## src/ifc_pkg.sv

```systemverilog
package ifc_pkg;

  // ----------------------------------------------------------------
  // Register map
  // ----------------------------------------------------------------
  localparam logic [31:0] FACTOR_CFG_WORD_0_ADDR = 32'hFFFF_E000;
  localparam logic [31:0] IRQ_STATUS_ADDR = 32'hFFFF_E040;
  localparam logic [31:0] IRQ_CLEAR_ADDR = 32'hFFFF_E044;
  localparam logic [31:0] IRQ_ENABLE_ADDR = 32'hFFFF_E048;
  localparam logic [31:0] SOFT_REQ_ADDR = 32'hFFFF_E04C;

  // ----------------------------------------------------------------
  // Field layout of one factor lane
  // ----------------------------------------------------------------
  localparam int NUM_FACTORS = 2;
  localparam int LANE_W = 8;
  localparam int LVL_LSB = 0;
  localparam int LVL_W = 3;
  localparam int DMA_TRIG_BIT = 4;
  localparam int SENSE_LSB = 5;
  localparam int SENSE_W = 2;
  localparam int SOFT_FACTOR = 0;
  localparam int PIN_FACTOR = 1;

  // Only the two implemented lanes hold bits; 7 and 3 of each lane stay zero
  localparam logic [31:0] FACTOR_CFG_WMASK = 32'h0000_7777;
  localparam logic [31:0] FACTOR_CFG_RESET = 32'h0000_0000;
  localparam logic [1:0] IRQ_STATUS_RESET = 2'h0;
  localparam logic [1:0] IRQ_ENABLE_RESET = 2'h0;
  localparam logic [2:0] LEVEL_DISABLED = 3'h0;
  localparam logic [31:0] READ_ZERO = 32'h0000_0000;

  // ----------------------------------------------------------------
  // Request sensing modes
  // ----------------------------------------------------------------
  typedef enum logic [1:0]
  {
    SENSE_LOW = 2'b00,
    SENSE_HIGH = 2'b01,
    SENSE_FALL = 2'b10,
    SENSE_RISE = 2'b11
  } ifc_sense_type;

endpackage

```

## src/ifc_top.sv

```systemverilog
`timescale 1ns/1ps

// How it works
// - Each factor keeps its own setting byte
// - Level code zero blocks the resolver request (status still sets), otherwise priority one-seven
// - With DMA flag, code selects channel zero-seven
// - DMA flag steers request to DMA, not the resolver; status still sets
// - Sense code: low, high, falling, rising
// - Software factor active only with sense code 00
// - Factor one from pin, factor zero software
module ifc_top #(
  parameter int DMA_CHANNELS = 8
) (
  input wire logic ref_clk, // System clock, 25 MHz
  input wire logic srst, // Synchronous reset, active high
  input wire logic [31:0] bus_addr, // Register byte address
  input wire logic [31:0] bus_wdata, // Register write data
  input wire logic bus_wr, // Write strobe
  input wire logic bus_rd, // Read strobe
  output logic [31:0] bus_rdata, // Read data, cycle after strobe
  input wire logic ext_irq_pin_0, // First external interrupt pin, async
  output logic [1:0] irq_req, // Per-factor request to priority resolver
  output logic [2:0] irq_lvl_f0, // Priority of factor 0 while requesting
  output logic [2:0] irq_lvl_f1, // Priority of factor 1 while requesting
  output logic [7:0] dma_start, // Per-channel DMA activation
  output logic irq_out // Level interrupt, enabled sticky status
);

  // ----------------------------------------------------------------
  // Elaboration check
  // ----------------------------------------------------------------
  // The 3-bit field can only name eight channels
  if (DMA_CHANNELS != 8)
  begin : g_bad_chan
    $error("ifc_top: DMA_CHANNELS must be 8");
  end

  // ----------------------------------------------------------------
  // State
  // ----------------------------------------------------------------
  logic [31:0] factor_cfg_reg;
  logic [1:0] stat_reg;
  logic [1:0] en_reg;
  logic soft_req_reg;
  logic pin_meta_reg;
  logic pin_sync_reg;
  logic pin_prev_reg;
  logic soft_prev_reg;
  logic [31:0] rdata_reg;
  logic [1:0] irq_req_reg;
  logic [2:0] irq_lvl_f0_reg;
  logic [2:0] irq_lvl_f1_reg;
  logic [7:0] dma_start_reg;
  logic irq_out_reg;

  // ----------------------------------------------------------------
  // Sensing decode, shared by both factors
  // ----------------------------------------------------------------
  function automatic logic sense_hit(
    input logic [1:0] sense,
    input logic cur,
    input logic prev,
    input logic soft_only
  );
    logic hit;
    hit = 1'b0;
    case (sense)
      ifc_pkg::SENSE_LOW: hit = !cur;
      ifc_pkg::SENSE_HIGH: hit = !soft_only && cur;
      ifc_pkg::SENSE_FALL: hit = !soft_only && prev && !cur;
      ifc_pkg::SENSE_RISE: hit = !soft_only && !prev && cur;
      default: hit = 1'b0;
    endcase
    return hit;
  endfunction

  // ----------------------------------------------------------------
  // Address decode
  // ----------------------------------------------------------------
  wire sel_cfg = bus_addr == ifc_pkg::FACTOR_CFG_WORD_0_ADDR;
  wire sel_stat = bus_addr == ifc_pkg::IRQ_STATUS_ADDR;
  wire sel_clr = bus_addr == ifc_pkg::IRQ_CLEAR_ADDR;
  wire sel_en = bus_addr == ifc_pkg::IRQ_ENABLE_ADDR;
  wire sel_soft = bus_addr == ifc_pkg::SOFT_REQ_ADDR;

  wire cfg_wr = bus_wr && sel_cfg;
  wire clr_wr = bus_wr && sel_clr;
  wire en_wr = bus_wr && sel_en;
  wire soft_wr = bus_wr && sel_soft;

  // Unused lanes and bits 7/3 of each lane are never stored
  wire [31:0] factor_cfg_next = bus_wdata & ifc_pkg::FACTOR_CFG_WMASK;

  // Clear register reads as zero; unmapped addresses read zero too
  wire [31:0] rdata_next =
    !bus_rd ? ifc_pkg::READ_ZERO :
    sel_cfg ? factor_cfg_reg :
    sel_stat ? {30'h0000_0000, stat_reg} :
    sel_en ? {30'h0000_0000, en_reg} :
    sel_soft ? {31'h0000_0000, soft_req_reg} :
    ifc_pkg::READ_ZERO;

  // ----------------------------------------------------------------
  // Per-factor request detection
  // ----------------------------------------------------------------
  // The software request bit drives an active-low internal source line,
  // so the only useful sensing mode for it is low level.
  wire [1:0] src_cur = {pin_sync_reg, !soft_req_reg};
  wire [1:0] src_prev = {pin_prev_reg, soft_prev_reg};

  logic [1:0] hit;
  logic [1:0] irq_hit;
  logic [1:0] dma_hit;
  logic [1:0] sense_sel [ifc_pkg::NUM_FACTORS];
  logic [1:0] dma_trig;
  logic [2:0] level_or_chan [ifc_pkg::NUM_FACTORS];
  logic [7:0] chan_onehot [ifc_pkg::NUM_FACTORS];

  for (genvar i = 0; i < ifc_pkg::NUM_FACTORS; i++)
  begin : g_factor
    assign sense_sel[i] = factor_cfg_reg[i*ifc_pkg::LANE_W+ifc_pkg::SENSE_LSB +: ifc_pkg::SENSE_W];
    assign dma_trig[i] = factor_cfg_reg[i*ifc_pkg::LANE_W+ifc_pkg::DMA_TRIG_BIT];
    assign level_or_chan[i] = factor_cfg_reg[i*ifc_pkg::LANE_W+ifc_pkg::LVL_LSB +: ifc_pkg::LVL_W];
    assign hit[i] = sense_hit(sense_sel[i], src_cur[i], src_prev[i], i == ifc_pkg::SOFT_FACTOR);
    // Level code zero gates the CPU request only, not DMA
    assign irq_hit[i] = hit[i] && !dma_trig[i] && (level_or_chan[i] != ifc_pkg::LEVEL_DISABLED);
    assign dma_hit[i] = hit[i] && dma_trig[i];
    assign chan_onehot[i] = dma_hit[i] ? (8'h01 << level_or_chan[i]) : 8'h00;
  end

  wire [7:0] dma_start_next = chan_onehot[0] | chan_onehot[1];
  wire [2:0] irq_lvl_f0_next = irq_hit[0] ? level_or_chan[0] : ifc_pkg::LEVEL_DISABLED;
  wire [2:0] irq_lvl_f1_next = irq_hit[1] ? level_or_chan[1] : ifc_pkg::LEVEL_DISABLED;

  // A new detection in the cycle of the clear keeps the bit set
  wire [1:0] clr_bits = clr_wr ? bus_wdata[1:0] : 2'h0;
  wire [1:0] stat_next = (stat_reg & ~clr_bits) | hit;
  wire [1:0] en_next = en_wr ? bus_wdata[1:0] : en_reg;
  wire irq_out_next = |(stat_next & en_next);

  // ----------------------------------------------------------------
  // Registers
  // ----------------------------------------------------------------
  always_ff @(posedge ref_clk)
  begin
    if (srst)
    begin
      factor_cfg_reg <= ifc_pkg::FACTOR_CFG_RESET;
      soft_req_reg <= 1'b0;
      en_reg <= ifc_pkg::IRQ_ENABLE_RESET;
    end
    else
    begin
      if (cfg_wr)
      begin
        factor_cfg_reg <= factor_cfg_next;
      end
      if (soft_wr)
      begin
        soft_req_reg <= bus_wdata[0];
      end
      en_reg <= en_next;
    end
  end

  // Pin passes two flops before any logic reads it
  always_ff @(posedge ref_clk)
  begin
    if (srst)
    begin
      pin_meta_reg <= 1'b0;
      pin_sync_reg <= 1'b0;
      pin_prev_reg <= 1'b0;
      soft_prev_reg <= 1'b1;
    end
    else
    begin
      pin_meta_reg <= ext_irq_pin_0;
      pin_sync_reg <= pin_meta_reg;
      pin_prev_reg <= pin_sync_reg;
      soft_prev_reg <= !soft_req_reg;
    end
  end

  always_ff @(posedge ref_clk)
  begin
    if (srst)
    begin
      stat_reg <= ifc_pkg::IRQ_STATUS_RESET;
      irq_out_reg <= 1'b0;
      rdata_reg <= ifc_pkg::READ_ZERO;
    end
    else
    begin
      stat_reg <= stat_next;
      irq_out_reg <= irq_out_next;
      rdata_reg <= rdata_next;
    end
  end

  always_ff @(posedge ref_clk)
  begin
    if (srst)
    begin
      irq_req_reg <= 2'h0;
      irq_lvl_f0_reg <= ifc_pkg::LEVEL_DISABLED;
      irq_lvl_f1_reg <= ifc_pkg::LEVEL_DISABLED;
      dma_start_reg <= 8'h00;
    end
    else
    begin
      irq_req_reg <= irq_hit;
      irq_lvl_f0_reg <= irq_lvl_f0_next;
      irq_lvl_f1_reg <= irq_lvl_f1_next;
      dma_start_reg <= dma_start_next;
    end
  end

  assign bus_rdata = rdata_reg;
  assign irq_req = irq_req_reg;
  assign irq_lvl_f0 = irq_lvl_f0_reg;
  assign irq_lvl_f1 = irq_lvl_f1_reg;
  assign dma_start = dma_start_reg;
  assign irq_out = irq_out_reg;

  // ----------------------------------------------------------------
  // Assertions
  // ----------------------------------------------------------------
  AST_CFG_RESERVED_ZERO: assert property (
    @(posedge ref_clk) disable iff (srst)
    (factor_cfg_reg & ~ifc_pkg::FACTOR_CFG_WMASK) == 32'h0000_0000)
    else $error("reserved configuration bits are set");

  AST_CFG_READBACK: assert property (
    @(posedge ref_clk) disable iff (srst)
    (bus_rd && sel_cfg) |=> (bus_rdata == $past(factor_cfg_reg)))
    else $error("configuration word read back wrong");

  AST_LEVEL_ZERO_OFF: assert property (
    @(posedge ref_clk) disable iff (srst)
    (!dma_trig[1] && level_or_chan[1] == 3'h0) |=> (!irq_req[1] && irq_lvl_f1 == 3'h0))
    else $error("factor 1 requested with level zero");

  AST_LEVEL_PASSED: assert property (
    @(posedge ref_clk) disable iff (srst)
    irq_req[0] |-> (irq_lvl_f0 == $past(level_or_chan[0]) && irq_lvl_f0 != 3'h0))
    else $error("factor 0 priority does not match its setting");

  AST_CHAN_MAP: assert property (
    @(posedge ref_clk) disable iff (srst)
    dma_hit[1] |=> dma_start[$past(level_or_chan[1])])
    else $error("DMA channel selection wrong for factor 1");

  AST_DMA_NOT_CPU: assert property (
    @(posedge ref_clk) disable iff (srst)
    (dma_trig == 2'h3) |=> (irq_req == 2'h0))
    else $error("DMA-steered factor raised a CPU request");

  AST_NO_DMA_WHEN_CLEAR: assert property (
    @(posedge ref_clk) disable iff (srst)
    (dma_trig == 2'h0) |=> (dma_start == 8'h00))
    else $error("DMA started with trigger flags clear");

  AST_PIN_RISE: assert property (
    @(posedge ref_clk) disable iff (srst)
    (sense_sel[1] == 2'b11 && !dma_trig[1] && level_or_chan[1] != 3'h0 && !pin_prev_reg && pin_sync_reg)
    |=> irq_req[1] ##1 !irq_req[1] || pin_prev_reg == pin_sync_reg)
    else $error("rising edge of pin not detected");

  AST_PIN_LOW: assert property (
    @(posedge ref_clk) disable iff (srst)
    (!srst && sense_sel[1] == 2'b00 && !pin_sync_reg) |=> stat_reg[1])
    else $error("low level of pin not detected");

  AST_SOFT_ONLY_LOW: assert property (
    @(posedge ref_clk) disable iff (srst)
    (sense_sel[0] != 2'b00) |=> (!irq_req[0] && (dma_start & ~$past(chan_onehot[1])) == 8'h00))
    else $error("software factor active with a nonzero sensing code");

  AST_STICKY_SET_WINS: assert property (
    @(posedge ref_clk) disable iff (srst)
    !srst |=> ((($past(stat_reg & ~clr_bits) | $past(hit)) & ~stat_reg) == 2'h0))
    else $error("status bit lost");

  AST_IRQ_OUT: assert property (
    @(posedge ref_clk) disable iff (srst)
    irq_out == |(stat_reg & en_reg))
    else $error("interrupt output disagrees with enabled status");

endmodule

```

## config.mk

```make
export PLATFORM = sky130hd
export DESIGN_NAME = ifc_top
export DESIGN_NICKNAME = d
export VERILOG_FILES = /design/src/ifc_pkg.sv /design/src/ifc_top.sv
export SDC_FILE = /design/constraint.sdc
export NUM_CORES = 1
export LEC_CHECK = 0
export BUFFER_PORTS_ARGS = -buffer_cell sky130_fd_sc_hd__buf_2
export CAP_MARGIN = 20
export CORE_MARGIN = 3
export CORE_UTILIZATION = 30
export DETAILED_ROUTE_END_ITERATION = 16
export PLACE_DENSITY_LB_ADDON = 0.08
export SKIP_LAST_GASP = 1
export SYNTH_ARGS = -nofsm -noshare
export SYNTH_HDL_FRONTEND = slang
export SYNTH_SLANG_ARGS = --single-unit
```

## constraint.sdc

```tcl
create_clock -name ref_clk -period 2.4 [get_ports ref_clk]
set_clock_uncertainty 0.15 [all_clocks]
set_input_delay 0.48 -clock ref_clk [delete_from_list [all_inputs] [get_ports ref_clk]]
set_output_delay 0.48 -clock ref_clk [all_outputs]
set_load 0.05 [all_outputs]
```

==> metrics.cfg <==
[detailed_routing]
drcViolationCount = 0
ant_nets = 0
drt-initial-drc-count = 53
vias = 1674
wirelength_um = 4494
drt_first_pass_iters = 4
avgRoutedWirePerCell_um = 12.21
detail_route.vias_per_cell = 4.549

[worst_hold_path]
hold_path_class = in -> reg
hold_end = pin_meta_reg
min_path_cells = 2
hp-start = ext_irq_pin_0

[grt]
grt_max_degree = 22
grt_pass1_vias = 1508
grt_usage = 0.1179
grt_pass1_wl_um = 7155
grt_overflow = 0
antenna_found_initial = 0

[yosys]
synth_area_per_cell_um2 = 9.949
yosys-top-cells-count = dfxtp_1, nor2_1, buf_4
yosys.area.top_type = dfxtp_1
synth_edf_count = 0
async_flop_share = 0
synth_area_leaders = dfxtp_1, mux2i_1, buf_4, nor2_1, and2_1
synth_cells = 206
synth_seq_cells = 49
synth_cell_types = 38
netlist.area_leader.share = 0.4786
synth-seq-area-share = 0.4786
ys.warnings.count = 0
ys.flop_type = dfxtp_1
mappedNetlistArea_mm2 = 0.002049
yosysMostFrequentCell = dfxtp_1

[finish]
syn_to_final_growth_pct = 26.80
drive_gt1_frac = 0.3505
fin_cells = 368
fin_util = 0.4001
regArea_um2 = 980.9
fill_cells = 673
final_nets = 359
multiInputGateArea_um2 = 920.9
antennaDiodeCount = 0

[timing]
fmax_mhz = 470.4
final_hold_viol_count = 0
holdWs_ps = 237.4
setup_violations = 0
finalCritPeriodShare = 0.8858
period_needed_ps = 2126
setup_slack_ps = 274.1
final-max-slew-violation-count = 0
worstMarginPinSlew_ps = 511.3
slew_headroom = 0.6584
rsz0062_at_grt = no

[placed_design]
gp_congestion = 0.7475
place_hpwl_um = 3443
port_buffers = 77
post-place-cells = 360
post-place-ws_ps = -33.81

[clock_tree]
clk_path_buf_depth = 2
root_buffer = clkbuf_8
post_cts_buffers = 0
clk_pin_slew_ps = 80
hold_buffers = 0
post_cts_resized = 0
cts_num_sinks = 49
cts_tree = done
htree_levels = 2
clk_latency_ps = 300
numCtsBuffers = 5

[floorplanning]
die_y_um = 88.66
rows = 29
initial_core_util = 0.3155
chipWidth_um = 88.66
die_area_mm2 = 0.007860
ioPinCount = 118
coreArea_mm2 = 0.006495

[critical_path]
reg2reg_to = dma_start[3]
endpoint_kind = flop
crit_arrival_ps = 2180
cp_data_required_time_ps = 2460
critPathMaxFanout = 4
reg2reg_from = pin_sync_reg
crit_path_start_kind = input pin
reg2reg_depth = 5
ff2ff_setup_slack_ps = 700
critPathKind = in -> reg

[flow_run]
drv_cap = 0

[power]
power.density_mw_per_mm2 = 601.6
peakVddDrop_v = 0.0002106
p_total_mw = 1.563
power.leakage_nw = 1.380

[outcome]
status = finished clean

-- worst max-delay path by stage --
stage	startpoint	end	slack, ps	depth (start not counted)
after floorplan	bus_addr[8]	irq_out	150	5
after global routing	bus_addr[8]	irq_out	170	7
final	bus_addr[8]	irq_out	270	7
after global placement	bus_addr[8]	bus_rdata[14]	-50	8
after detailed placement	bus_addr[8]	bus_rdata[14]	-30	8
after CTS	bus_addr[8]	irq_out	270	7
-- power by group --
part	total, mW	internal (mW)	switching (mW)
logic	0.143	0.0408	0.103
clock network	0.603	0.339	0.265
registers	0.816	0.815	0.00130
-- worst max-delay path, stage by stage --
cell and delay, ps:
buf_2 90, or4b_4 540, nor4_4 260, buf_4 180, nand4_1 160, mux2i_1 190, o32ai_1 280
-- kinds of logic after synthesis --
group | Yosys count | share of synthesized area
compound gates | 20 | 0.06654
buf+inv | 32 | 0.1068
flops | 49 | 0.4786
mux | 16 | 0.07814
other cells | 1 | 0.001830
simple gates | 88 | 0.2680
-- routing by layer --
layer / vias to the layer above / routed length (um) / track usage
met5: - / 0 / 0
li1: 837 / - / -
met4: 0 / 38 / 0.02473
met3: 4 / 271 / 0.04097
met1: 776 / 1928 / 0.1372
met2: 57 / 2255 / 0.2085
-- through the flow --
stage	instance area, um2	TNS (ps)
CTS	2599	0
floorplan	2121	0
detailed placement	2479	-293.2
global placement	2479	-443.5
finish	2599	0
global route	2599	0
-- layout make-up --
| class | instances | area share |
|---|---|---|
| multi-input combinational | 144 | 0.3544 |
| tap | 77 | 0.03707 |
| timing repair buffer | 86 | 0.1791 |
| clock buffer | 6 | 0.03178 |
| inverter | 4 | 0.005778 |
| clock inverter | 2 | 0.01444 |
| sequential | 49 | 0.3775 |
-- cells in the final DEF, fill, tap and decap left out, drive strengths merged, types with 4 or more instances in the layout --
cell / synthesis / layout
and3: 4 / 4
nor2b: 7 / 7
buf: 22 / 86
a22oi: 9 / 9
nand3: 5 / 5
a21oi: 4 / 4
dfxtp: 49 / 49
nor2: 30 / 30
nand4: 6 / 6
and2: 13 / 13
conb: 1 / 20
nor4: 4 / 4
clkbuf: 4 / 6
inv: 4 / 4
mux2i: 16 / 16
Note: power is estimated with default switching activity, not from simulation.
